**config.mk**
```make
export PLATFORM = sky130hd
export DESIGN_NAME = clkgen
export DESIGN_NICKNAME = d
export VERILOG_FILES = /design/src/logic/clkgen_pkg.sv /design/src/logic/clkgen.sv
export SDC_FILE = /design/constraint.sdc
export NUM_CORES = 1
export LEC_CHECK = 0
export CAP_MARGIN = 10
export CORE_ASPECT_RATIO = 1.5
export CORE_MARGIN = 4
export CORE_UTILIZATION = 45
export DETAILED_ROUTE_END_ITERATION = 8
export DONT_BUFFER_PORTS = 1
export REMOVE_ABC_BUFFERS = 1
export SKIP_CTS_REPAIR_TIMING = 1
export SLEW_MARGIN = 40
export SYNTH_ARGS = -nofsm -noshare
export SYNTH_HDL_FRONTEND = slang
export SYNTH_SLANG_ARGS = --single-unit
```
**constraint.sdc**
```tcl
create_clock -name CLK -period 19.6 [get_ports CLK]
set_input_delay 0.98 -clock CLK [delete_from_list [all_inputs] [get_ports CLK]]
set_output_delay 0.98 -clock CLK [all_outputs]
set_load 0.05 [all_outputs]
```
**src/logic/clkgen_pkg.sv**
```systemverilog
// constants shared by the clock generator: register map, fields, reset values
package clkgen_pkg;
  localparam int          NUM_REGS     = 9;
  localparam logic [7:0]  OFF_CTRL     = 8'h00;
  localparam logic [7:0]  OFF_PRI_CFG  = 8'h04;
  localparam logic [7:0]  OFF_SEC_CFG  = 8'h08;
  localparam logic [7:0]  OFF_SYSDIV   = 8'h0c;
  localparam logic [7:0]  OFF_PRI_BYP  = 8'h10;
  localparam logic [7:0]  OFF_OBS_DIV  = 8'h14;
  localparam logic [7:0]  OFF_SEC_OUT  = 8'h18;
  localparam logic [7:0]  OFF_SEC_BYP  = 8'h1c;
  localparam logic [7:0]  OFF_STATUS   = 8'h20;
  // register indices (byte offset / 4)
  localparam int          IDX_CTRL     = 0;
  localparam int          IDX_PRI_CFG  = 1;
  localparam int          IDX_SEC_CFG  = 2;
  localparam int          IDX_SYSDIV   = 3;
  localparam int          IDX_PRI_BYP  = 4;
  localparam int          IDX_OBS_DIV  = 5;
  localparam int          IDX_SEC_OUT  = 6;
  localparam int          IDX_SEC_BYP  = 7;
  localparam int          IDX_STATUS   = 8;
  // control fields
  localparam int          CTRL_NEWER   = 0;
  localparam int          CTRL_PRI_EN  = 1;
  localparam int          CTRL_SEC_EN  = 2;
  localparam int          CTRL_USB_EN  = 3;
  // field positions
  localparam int          MULT_LSB     = 0;
  localparam int          POST_LSB     = 8;
  localparam int          DIV_A_LSB    = 0;
  localparam int          DIV_B_LSB    = 8;
  localparam int          DIV_C_LSB    = 16;
  localparam int          STAT_PRI_LK  = 0;
  localparam int          STAT_SEC_LK  = 1;
  localparam int          STAT_USB_LK  = 2;
  localparam int          STAT_PER_LSB = 16;
  // reset values; divider fields hold ratio minus one
  localparam logic [31:0] RST_CTRL     = 32'h0000000f;
  localparam logic [31:0] RST_PRI_CFG  = 32'h00000001;
  localparam logic [31:0] RST_SEC_CFG  = 32'h00000001;
  localparam logic [31:0] RST_SYSDIV   = 32'h00050200;
  localparam logic [31:0] RST_PRI_BYP  = 32'h00000000;
  localparam logic [31:0] RST_OBS_DIV  = 32'h00000000;
  localparam logic [31:0] RST_SEC_OUT  = 32'h00000901;
  localparam logic [31:0] RST_SEC_BYP  = 32'h00000001;
  // writable bits
  localparam logic [31:0] WM_CTRL      = 32'h0000000f;
  localparam logic [31:0] WM_CFG       = 32'h0000033f;
  localparam logic [31:0] WM_MULT      = 32'h0000003f;
  localparam logic [31:0] WM_SYSDIV    = 32'h001f1f1f;
  localparam logic [31:0] WM_DIV1      = 32'h0000001f;
  localparam logic [31:0] WM_DIV2      = 32'h00001f1f;
  // legacy fixed system divider and post-divider limits (ratio minus one)
  localparam logic [4:0]  LIM_DIV2     = 5'h01;
  localparam logic [4:0]  LIM_DIV3     = 5'h02;
  localparam logic [4:0]  LIM_DIV6     = 5'h05;
  localparam logic [4:0]  LIM_POST_MAX = 5'h02;
  // usb loop multiplies by five halves
  localparam logic [5:0]  USB_NUM      = 6'h05;
  localparam int          USB_DEN      = 2;
  localparam logic [15:0] PERIOD_RST   = 16'h0000;
endpackage

```
**src/logic/clkgen.sv**
```systemverilog
// clock generator: reference period tracker, three synthesized loops, dividers, wishbone regs
// How it works
// legacy primary loop multiplies reference, then post-divides by one, two or three.
// legacy derives five system clocks from post-divided primary: ratios 1,2,3,4,6.
// legacy divide-by-four system clock is reserved and drives nothing.
// legacy primary bypass divides raw reference 1..32 onto observed clock output.
// legacy secondary loop multiplies reference, feeds two output dividers 1..16.
// legacy secondary outputs clock video processing subsystem and DDR2 interface.
// secondary bypass divides raw reference 1..32 for impedance calibration, both variants.
// legacy usb loop multiplies its reference by 2.5 for the USB clock.
// newer variant has only two loops, no usb loop.
// newer primary feeds three system dividers 1..32, no post-divider.
// newer system clocks drive core, DMA and video front end.
// software keeps newer system clock frequencies at 1:3:6.
// newer primary bypass divides raw reference 1..32 for video back end.
// newer separate bypass divider 1..32 produces observed clock output.
// newer secondary feeds two dividers 1..32 for DDR2 and video.
// newer observed and primary bypass reset to one, secondary bypass to two.
// new divider ratio takes effect only at an output period boundary.
// bypass dividers run from reference regardless of loop enable or lock.
//
// Local design decisions: the Wishbone slave port and the address map.
`timescale 1ns/1ns

// ----------------------------------------------------------------
// tick divider: one output tick every (limit+1) input ticks
// ----------------------------------------------------------------
module tick_divider #(
  parameter logic [4:0] RESET_LIM = 5'h00
) (
  input  wire logic       CLK,
  input  wire logic       RST,
  input  wire logic       tick_in,
  input  wire logic [4:0] limit,
  output logic            tick_out
);
  logic [4:0] cnt_q;
  logic [4:0] lim_q;
  wire        wrap = (cnt_q >= lim_q);

  always_ff @(posedge CLK or posedge RST) begin
    if (RST) begin
      cnt_q    <= 5'h00;
      lim_q    <= RESET_LIM;
      tick_out <= 1'b0;
    end else begin
      tick_out <= tick_in & wrap;
      if (tick_in) begin
        // limit is taken only at wrap, so a rewrite never cuts a period short
        if (wrap) begin
          cnt_q <= 5'h00;
          lim_q <= limit;
        end else begin
          cnt_q <= cnt_q + 5'h01;
        end
      end
    end
  end
endmodule

// ----------------------------------------------------------------
// synthesized loop: tick rate = num/den times the reference rate
// ----------------------------------------------------------------
module tick_loop #(
  parameter int DEN = 1
) (
  input  wire logic        CLK,
  input  wire logic        RST,
  input  wire logic        enable,
  input  wire logic        ref_tick,
  input  wire logic        period_ok,
  input  wire logic [15:0] period,
  input  wire logic [5:0]  num,
  output logic             tick,
  output logic             locked
);
  // den is 1 or 2 here, so two bits hold it
  localparam logic [1:0] DEN_W = 2'(DEN);
  logic [19:0] acc_q;
  wire  [19:0] modulus = 20'(period) * 20'(DEN_W);
  wire  [19:0] sum     = acc_q + 20'(num);
  wire         over    = (sum >= modulus);
  wire  [19:0] wrap_sum = (sum >= 20'(modulus << 1)) ? 20'h00000 : sum - modulus;
  wire  [19:0] acc_d    = !locked ? 20'h00000 : (over ? wrap_sum : sum);

  // limitation: products above the CLK rate saturate at one tick per cycle
  always_ff @(posedge CLK or posedge RST) begin
    if (RST) begin
      acc_q  <= 20'h00000;
      tick   <= 1'b0;
      locked <= 1'b0;
    end else if (!enable || !period_ok) begin
      acc_q  <= 20'h00000;
      tick   <= 1'b0;
      locked <= 1'b0;
    end else begin
      if (ref_tick) begin
        locked <= 1'b1;
      end
      tick  <= locked & over;
      acc_q <= acc_d;
    end
  end
endmodule

// ----------------------------------------------------------------
// top
// ----------------------------------------------------------------
module clkgen
  import clkgen_pkg::*;
(
  input  wire logic        CLK,
  input  wire logic        RST,
  input  wire logic        REF_IN,
  input  wire logic        WB_CYC_I,
  input  wire logic        WB_STB_I,
  input  wire logic        WB_WE_I,
  input  wire logic [7:0]  WB_ADR_I,
  input  wire logic [3:0]  WB_SEL_I,
  input  wire logic [31:0] WB_DAT_I,
  output logic [31:0]      WB_DAT_O,
  output logic             WB_ACK_O,
  output logic             CORE_EN,
  output logic             HALF_EN,
  output logic             DMA_EN,
  output logic             LOW_RATE_EN,
  output logic             VIDEO_PROCESSING_SUBSYSTEM_EN,
  output logic             DDR_EN,
  output logic             VIDEO_BACK_END_EN,
  output logic             OBSERVED_CLOCK_OUT,
  output logic             IMPEDANCE_CALIBRATION_EN,
  output logic             USB_EN
);
  import clkgen_pkg::*;

  // ----------------------------------------------------------------
  // reference synchronizer and period measurement
  // ----------------------------------------------------------------
  logic        ref_s1_q;
  logic        ref_s2_q;
  logic        ref_s3_q;
  logic [15:0] run_q;
  logic [15:0] period_q;
  logic [1:0]  seen_q;
  wire         ref_tick  = ref_s2_q & ~ref_s3_q;
  // first period after reset is partial, and a pin high at release gives a false edge
  wire         period_ok = &seen_q;

  always_ff @(posedge CLK or posedge RST) begin
    if (RST) begin
      ref_s1_q <= 1'b0;
      ref_s2_q <= 1'b0;
      ref_s3_q <= 1'b0;
      run_q    <= PERIOD_RST;
      period_q <= PERIOD_RST;
      seen_q   <= 2'h0;
    end else begin
      ref_s1_q <= REF_IN;
      ref_s2_q <= ref_s1_q;
      ref_s3_q <= ref_s2_q;
      // run_q saturates, but after a stopped reference period_q = run_q + 1 wraps to zero
      if (ref_tick) begin
        run_q    <= PERIOD_RST;
        period_q <= run_q + 16'h0001;
        if (seen_q != 2'h3) begin
          seen_q <= seen_q + 2'h1;
        end
      end else if (run_q != 16'hffff) begin
        run_q <= run_q + 16'h0001;
      end
    end
  end

  // ----------------------------------------------------------------
  // register file
  // ----------------------------------------------------------------
  logic [31:0] regs_q [NUM_REGS-1];
  logic [31:0] rdata;
  wire  [31:0] bmask = {{8{WB_SEL_I[3]}}, {8{WB_SEL_I[2]}}, {8{WB_SEL_I[1]}}, {8{WB_SEL_I[0]}}};
  wire         req   = WB_CYC_I & WB_STB_I;
  wire         ack_d = req & ~WB_ACK_O;
  // a write lands at the edge where the master sees ack high
  wire         wr_go = req & WB_WE_I & WB_ACK_O;
  // word addressed, byte lanes written per WB_SEL_I: the two low address bits are ignored
  wire  [5:0]  index = WB_ADR_I[7:2];
  wire         pri_lk;
  wire         sec_lk;
  wire         usb_lk;
  wire  [31:0] status = {period_q, 13'h0000, usb_lk, sec_lk, pri_lk};

  localparam logic [31:0] RST_VAL [NUM_REGS-1] = '{RST_CTRL, RST_PRI_CFG, RST_SEC_CFG,
    RST_SYSDIV, RST_PRI_BYP, RST_OBS_DIV, RST_SEC_OUT, RST_SEC_BYP};
  localparam logic [31:0] WMASK [NUM_REGS-1] = '{WM_CTRL, WM_CFG, WM_MULT, WM_SYSDIV,
    WM_DIV1, WM_DIV1, WM_DIV2, WM_DIV1};

  // unmapped words read zero and ignore writes, but are still acknowledged
  assign rdata = (index == 6'(IDX_STATUS)) ? status :
                 (index < 6'(IDX_STATUS)) ? regs_q[3'(index)] : 32'h00000000;

  always_ff @(posedge CLK or posedge RST) begin
    if (RST) begin
      for (int i = 0; i < NUM_REGS - 1; i++) begin
        regs_q[i] <= RST_VAL[i];
      end
      WB_ACK_O <= 1'b0;
      WB_DAT_O <= 32'h00000000;
    end else begin
      WB_ACK_O <= ack_d;
      if (ack_d) begin
        WB_DAT_O <= rdata;
      end
      for (int i = 0; i < NUM_REGS - 1; i++) begin
        if (wr_go && index == 6'(i)) begin
          regs_q[i] <= ((regs_q[i] & ~bmask) | (WB_DAT_I & bmask)) & WMASK[i];
        end
      end
    end
  end

  // ----------------------------------------------------------------
  // field decode
  // ----------------------------------------------------------------
  wire       newer   = regs_q[IDX_CTRL][CTRL_NEWER];
  wire       pri_en  = regs_q[IDX_CTRL][CTRL_PRI_EN];
  wire       sec_en  = regs_q[IDX_CTRL][CTRL_SEC_EN];
  wire       usb_en  = regs_q[IDX_CTRL][CTRL_USB_EN] & ~newer;
  wire [5:0] pri_mul = regs_q[IDX_PRI_CFG][MULT_LSB +: 6];
  wire [1:0] post_f  = regs_q[IDX_PRI_CFG][POST_LSB +: 2];
  // post-divider code 3 is held at divide by three
  wire [4:0] post_l  = (5'(post_f) > LIM_POST_MAX) ? LIM_POST_MAX : 5'(post_f);
  wire [5:0] sec_mul = regs_q[IDX_SEC_CFG][MULT_LSB +: 6];
  wire [4:0] sys_a   = regs_q[IDX_SYSDIV][DIV_A_LSB +: 5];
  wire [4:0] sys_b   = regs_q[IDX_SYSDIV][DIV_B_LSB +: 5];
  wire [4:0] sys_c   = regs_q[IDX_SYSDIV][DIV_C_LSB +: 5];
  wire [4:0] out_a   = regs_q[IDX_SEC_OUT][DIV_A_LSB +: 5];
  wire [4:0] out_b   = regs_q[IDX_SEC_OUT][DIV_B_LSB +: 5];
  // legacy secondary outputs are limited to 1..16
  wire [4:0] sec_la  = newer ? out_a : {1'b0, out_a[3:0]};
  wire [4:0] sec_lb  = newer ? out_b : {1'b0, out_b[3:0]};

  // ----------------------------------------------------------------
  // loops
  // ----------------------------------------------------------------
  wire pri_tick;
  wire sec_tick;
  wire usb_tick;
  wire post_tick;
  wire pri_src;

  // lock only means a period was measured; no phase tracking stands behind it
  tick_loop #(.DEN(1)) u_primary_loop (
    .CLK(CLK), .RST(RST), .enable(pri_en), .ref_tick(ref_tick), .period_ok(period_ok),
    .period(period_q), .num(pri_mul), .tick(pri_tick), .locked(pri_lk)
  );
  tick_loop #(.DEN(1)) u_secondary_loop (
    .CLK(CLK), .RST(RST), .enable(sec_en), .ref_tick(ref_tick), .period_ok(period_ok),
    .period(period_q), .num(sec_mul), .tick(sec_tick), .locked(sec_lk)
  );
  tick_loop #(.DEN(USB_DEN)) u_usb_loop (
    .CLK(CLK), .RST(RST), .enable(usb_en), .ref_tick(ref_tick), .period_ok(period_ok),
    .period(period_q), .num(USB_NUM), .tick(usb_tick), .locked(usb_lk)
  );

  // post-divider runs in both variants; only its use depends on the variant
  tick_divider u_post (
    .CLK(CLK), .RST(RST), .tick_in(pri_tick), .limit(post_l), .tick_out(post_tick)
  );
  // newer variant skips the post-divider stage
  assign pri_src = newer ? pri_tick : post_tick;

  // ----------------------------------------------------------------
  // dividers
  // ----------------------------------------------------------------
  wire sa_t;
  wire sb_t;
  wire sc_t;
  wire d2_t;
  wire d3_t;
  wire d6_t;
  wire pb_t;
  wire ob_t;
  wire oa_t;
  wire obb_t;
  wire cal_t;

  // newer system dividers; software keeps them at 1:3:6
  tick_divider #(.RESET_LIM(5'h00)) u_sys_a (
    .CLK(CLK), .RST(RST), .tick_in(pri_src), .limit(sys_a), .tick_out(sa_t));
  tick_divider #(.RESET_LIM(5'h02)) u_sys_b (
    .CLK(CLK), .RST(RST), .tick_in(pri_src), .limit(sys_b), .tick_out(sb_t));
  tick_divider #(.RESET_LIM(5'h05)) u_sys_c (
    .CLK(CLK), .RST(RST), .tick_in(pri_src), .limit(sys_c), .tick_out(sc_t));
  // legacy fixed ratios; the divide-by-four path is reserved and not built
  tick_divider #(.RESET_LIM(LIM_DIV2)) u_fix2 (
    .CLK(CLK), .RST(RST), .tick_in(pri_src), .limit(LIM_DIV2), .tick_out(d2_t));
  tick_divider #(.RESET_LIM(LIM_DIV3)) u_fix3 (
    .CLK(CLK), .RST(RST), .tick_in(pri_src), .limit(LIM_DIV3), .tick_out(d3_t));
  tick_divider #(.RESET_LIM(LIM_DIV6)) u_fix6 (
    .CLK(CLK), .RST(RST), .tick_in(pri_src), .limit(LIM_DIV6), .tick_out(d6_t));
  // bypass dividers run from the raw reference, never gated by loop state
  tick_divider #(.RESET_LIM(5'h00)) u_pri_byp (
    .CLK(CLK), .RST(RST), .tick_in(ref_tick), .limit(regs_q[IDX_PRI_BYP][4:0]),
    .tick_out(pb_t));
  tick_divider #(.RESET_LIM(5'h00)) u_obs (
    .CLK(CLK), .RST(RST), .tick_in(ref_tick), .limit(regs_q[IDX_OBS_DIV][4:0]),
    .tick_out(ob_t));
  tick_divider #(.RESET_LIM(5'h01)) u_sec_byp (
    .CLK(CLK), .RST(RST), .tick_in(ref_tick), .limit(regs_q[IDX_SEC_BYP][4:0]),
    .tick_out(cal_t));
  tick_divider #(.RESET_LIM(5'h01)) u_sec_a (
    .CLK(CLK), .RST(RST), .tick_in(sec_tick), .limit(sec_la), .tick_out(oa_t));
  tick_divider #(.RESET_LIM(5'h09)) u_sec_b (
    .CLK(CLK), .RST(RST), .tick_in(sec_tick), .limit(sec_lb), .tick_out(obb_t));

  // ----------------------------------------------------------------
  // destination routing per variant
  // ----------------------------------------------------------------
  // outputs are one-cycle enables, not clocks, so every consumer stays on CLK
  always_ff @(posedge CLK or posedge RST) begin
    if (RST) begin
      CORE_EN                       <= 1'b0;
      HALF_EN                       <= 1'b0;
      DMA_EN                        <= 1'b0;
      LOW_RATE_EN                   <= 1'b0;
      VIDEO_PROCESSING_SUBSYSTEM_EN <= 1'b0;
      DDR_EN                        <= 1'b0;
      VIDEO_BACK_END_EN             <= 1'b0;
      OBSERVED_CLOCK_OUT            <= 1'b0;
      IMPEDANCE_CALIBRATION_EN      <= 1'b0;
      USB_EN                        <= 1'b0;
    end else begin
      CORE_EN                       <= newer ? sa_t : pri_src;
      HALF_EN                       <= ~newer & d2_t;
      DMA_EN                        <= newer ? sb_t : d3_t;
      LOW_RATE_EN                   <= newer ? sc_t : d6_t;
      VIDEO_PROCESSING_SUBSYSTEM_EN <= obb_t;
      DDR_EN                        <= oa_t;
      VIDEO_BACK_END_EN             <= newer & pb_t;
      OBSERVED_CLOCK_OUT            <= newer ? ob_t : pb_t;
      IMPEDANCE_CALIBRATION_EN      <= cal_t;
      USB_EN                        <= usb_tick;
    end
  end
endmodule

```
==> impl_results.md <==
- Status: complete, no violations
- Iteration-0 DRC Markers: 680
- Startpoint types: register
- Post-synth EDFFs: 0
- Max-slew violation count: 0
- Layout cells sized above 1: 0.1077
- First-pass GRT wire length: 76.54 mm
- Number of H-tree levels: 2
- Critical Path Sink: u_primary_loop.acc_q[15]$_DFF_PP0_
- Worst-Margin Slew: 0.7603 ns
- Synth Area per Inst: 9.747 µm²
- DR DRC count: 0
- Worst Skew: 0.02486 ns
- CTS sink cnt: 313
- Ant diodes: 0
- Vias post-DR: 14340
- Clock buffer depth: 3
- Synth Cell Area: 18960 µm²
- Routed wire per std cell: 18.64 µm
- Cell taking the most area after synthesis: dfrtp_1
- VDD IR max: 0.09435 mV
- Vias/cell: 5.695
- Area grow syn2layout: 9.279%
- CTS Buf Count: 36
- Top area cells in the synthesized netlist: dfrtp_1, ha_1, mux2_2
- Core Area: 41440 µm²
- Fillers: 3866
- Max cap viols: 0
- CTS tree: built
- Gr usage total: 0.2062
- Total wire length: 46.92 mm
- Skew-Pair Late Insertion Delay: 0.53 ns
- DP Wirelength: 34.44 mm
- Die Y: 259.4 µm
- Cell count after synthesis: 1945
- Kind of critical path: reg2reg
- GPL Wtd Cong: 0.9203
- Crit path time final: 4.937 ns
- Sequential fraction of the synthesis area: 0.4145
- Root buffer cell: clkbuf_16
- Reg clk slew, reported paths: 0.06 ns
- GR Overflow Total: 0
- PortBufs: 0
- Placed cell count: 2453
- Die Area: 45550 µm²
- Critical Path AT: 5.36 ns
- Vias in the first global route: 14680
- Leak: 9.658 nW
- Final cell count without fillers: 2517
- Hold Crit Depth: 0
- Largest net degree at the start of global routing: 138
- Fmax: 202.6 MHz
- Total iterations of the first detailed-routing run: 5
- Reg-to-reg endpoint: u_primary_loop.acc_q[15]$_DFF_PP0_
- Synth async-reset ratio: 1.000
- Final worst path period share: 0.2519
- Register bit total from synthesis: 313
- GR peak layer: met2
- Worst slew margin: 0.4928
- R2R depth: 16
- CP endpoint kind: register
- R2r setup slk: 14.66 ns
- Antenna viol nets, final: 0
- Largest fanout on the critical path: 14
- PwrDens: 85.35 nW/µm²
- CP Data Required Time: 20.02 ns
- GRT met2 Usage: 0.3764
- Top FF cell, synth: dfrtp_1
- GRT met1 Usage: 0.2385
- Final Util: 0.4999
- IO Count: 93
- Final hold vios: 0
- Final setup fails: 0
- Initial antenna violation count: 1
- Num rows: 91
- Fin nets: 2156
- Die X: 175.6 µm
- Synth unique cells: 85
- HP Class: reg2reg
- RSZ-0062 raised after global routing: no
- Starting Density: 0.4574
- M3 GR Usage: 0.03045
- Synth top area share: 0.3867
- Setup TNS: 0 ns
- Yosys warnings: 0
-- cells in the mapped netlist, types with 29 or more instances --
cell and n:
dfrtp_1 293, nand2_1 216, ha_1 168, o21ai_0 158
nor2_1 116, inv_1 97, a21oi_1 84, mux2_2 78
nand3_1 78, xnor2_1 68, a21o_1 54, nor3_1 45
clkbuf_1 42, xor2_1 33, and3_1 30, nand4_1 30
mux2i_1 29
-- stage by stage --
step | worst slack, ns | hold slack [ns] | power (mW) | cell area, µm²
after floorplan | 9.995 | 0.3312 | 0.9962 | 18680
after global placement | 14.73 | 0.3333 | 1.088 | 19460
after detailed placement | 14.71 | 0.3347 | 1.095 | 19530
after CTS | 14.64 | 0.3476 | 1.788 | 20710
after global routing | 14.28 | 0.3593 | 1.857 | 20720
final | 14.66 | 0.3469 | 1.768 | 20720
-- kinds of logic after synthesis --
logic type,after synthesis,synth area share
AND/OR/NAND/NOR,643,0.1680
other,1,0.0001978
AO/OA/AOI/OAI,436,0.1465
multiplexers,116,0.07233
buffers and inverters,161,0.03485
adder cells (fa/ha/maj),173,0.1162
XOR/XNOR,102,0.04752
flip-flops,313,0.4145
-- power breakdown --
group | switching [mW] | internal (mW)
clock network | 0.274 | 0.409
registers | 0.0137 | 0.657
logic | 0.247 | 0.168
total | 0.534 | 1.23
-- worst min path at each step --
stage | from | to | slack (ns)
finish | u_sec_b.tick_out$_DFF_PP0_ | VIDEO_PROCESSING_SUBSYSTEM_EN$_DFF_PP0_ | 0.35
global placement | ref_s1_q$_DFF_PP0_ | ref_s2_q$_DFF_PP0_ | 0.33
CTS | u_sec_b.tick_out$_DFF_PP0_ | VIDEO_PROCESSING_SUBSYSTEM_EN$_DFF_PP0_ | 0.35
global route | u_sec_a.tick_out$_DFF_PP0_ | DDR_EN$_DFF_PP0_ | 0.36
detailed placement | u_sec_b.tick_out$_DFF_PP0_ | VIDEO_PROCESSING_SUBSYSTEM_EN$_DFF_PP0_ | 0.33
floorplan | u_sec_a.tick_out$_DFF_PP0_ | DDR_EN$_DFF_PP0_ | 0.33
-- layout by cell type, fill, tap and decap left out, drive strengths merged, types with 14 or more instances in the layout --
cell type	count
nor3	51
dfstp	20
and2	18
xnor2	69
xor2	33
and3	30
a21oi	86
dfrtp	293
nand4	30
ha	168
nand2	216
clkbuf	50
nor2	116
nor2b	16
o21a	17
inv	99
mux2i	29
nand2b	27
mux2	78
a211oi	23
nand3	78
o31ai	14
a21o	54
o21ai	165
-- final cells by class --
cell class	instances	area, µm²	area share
well taps	558	698.2	0.03370
clock buffers	50	993.5	0.04795
repair buffers	10	127.6	0.006160
multi-input cells	1475	10480	0.5056
flip-flops and latches	313	7858	0.3793
inverters	97	376.6	0.01818
clock inverters	14	188.9	0.009119
-- worst max-delay path, cell delays in order, from the launching register on --
cell	delay, ns
dfrtp_1	0.43
ha_1	0.35
a211oi_2	0.38
o21bai_1	0.16
a21oi_2	0.27
nor2_1	0.09
o2111ai_1	0.23
xnor2_1	0.25
ha_1	0.36
a21o_1	0.22
a31o_2	0.25
a2bb2oi_1	0.15
o311a_1	0.22
nand4_1	0.61
or2_2	0.59
nand2b_1	0.16
o21ai_0	0.10
-- layer usage --
| layer | share of wire | vias to the layer above |
|---|---|---|
| met5 | 0.00030 | - |
| met4 | 0.047 | 2 |
| met3 | 0.038 | 109 |
| met2 | 0.51 | 262 |
| met1 | 0.40 | 7019 |
| li1 | - | 6943 |
No activity file was read; power rests on OpenSTA's default activity.
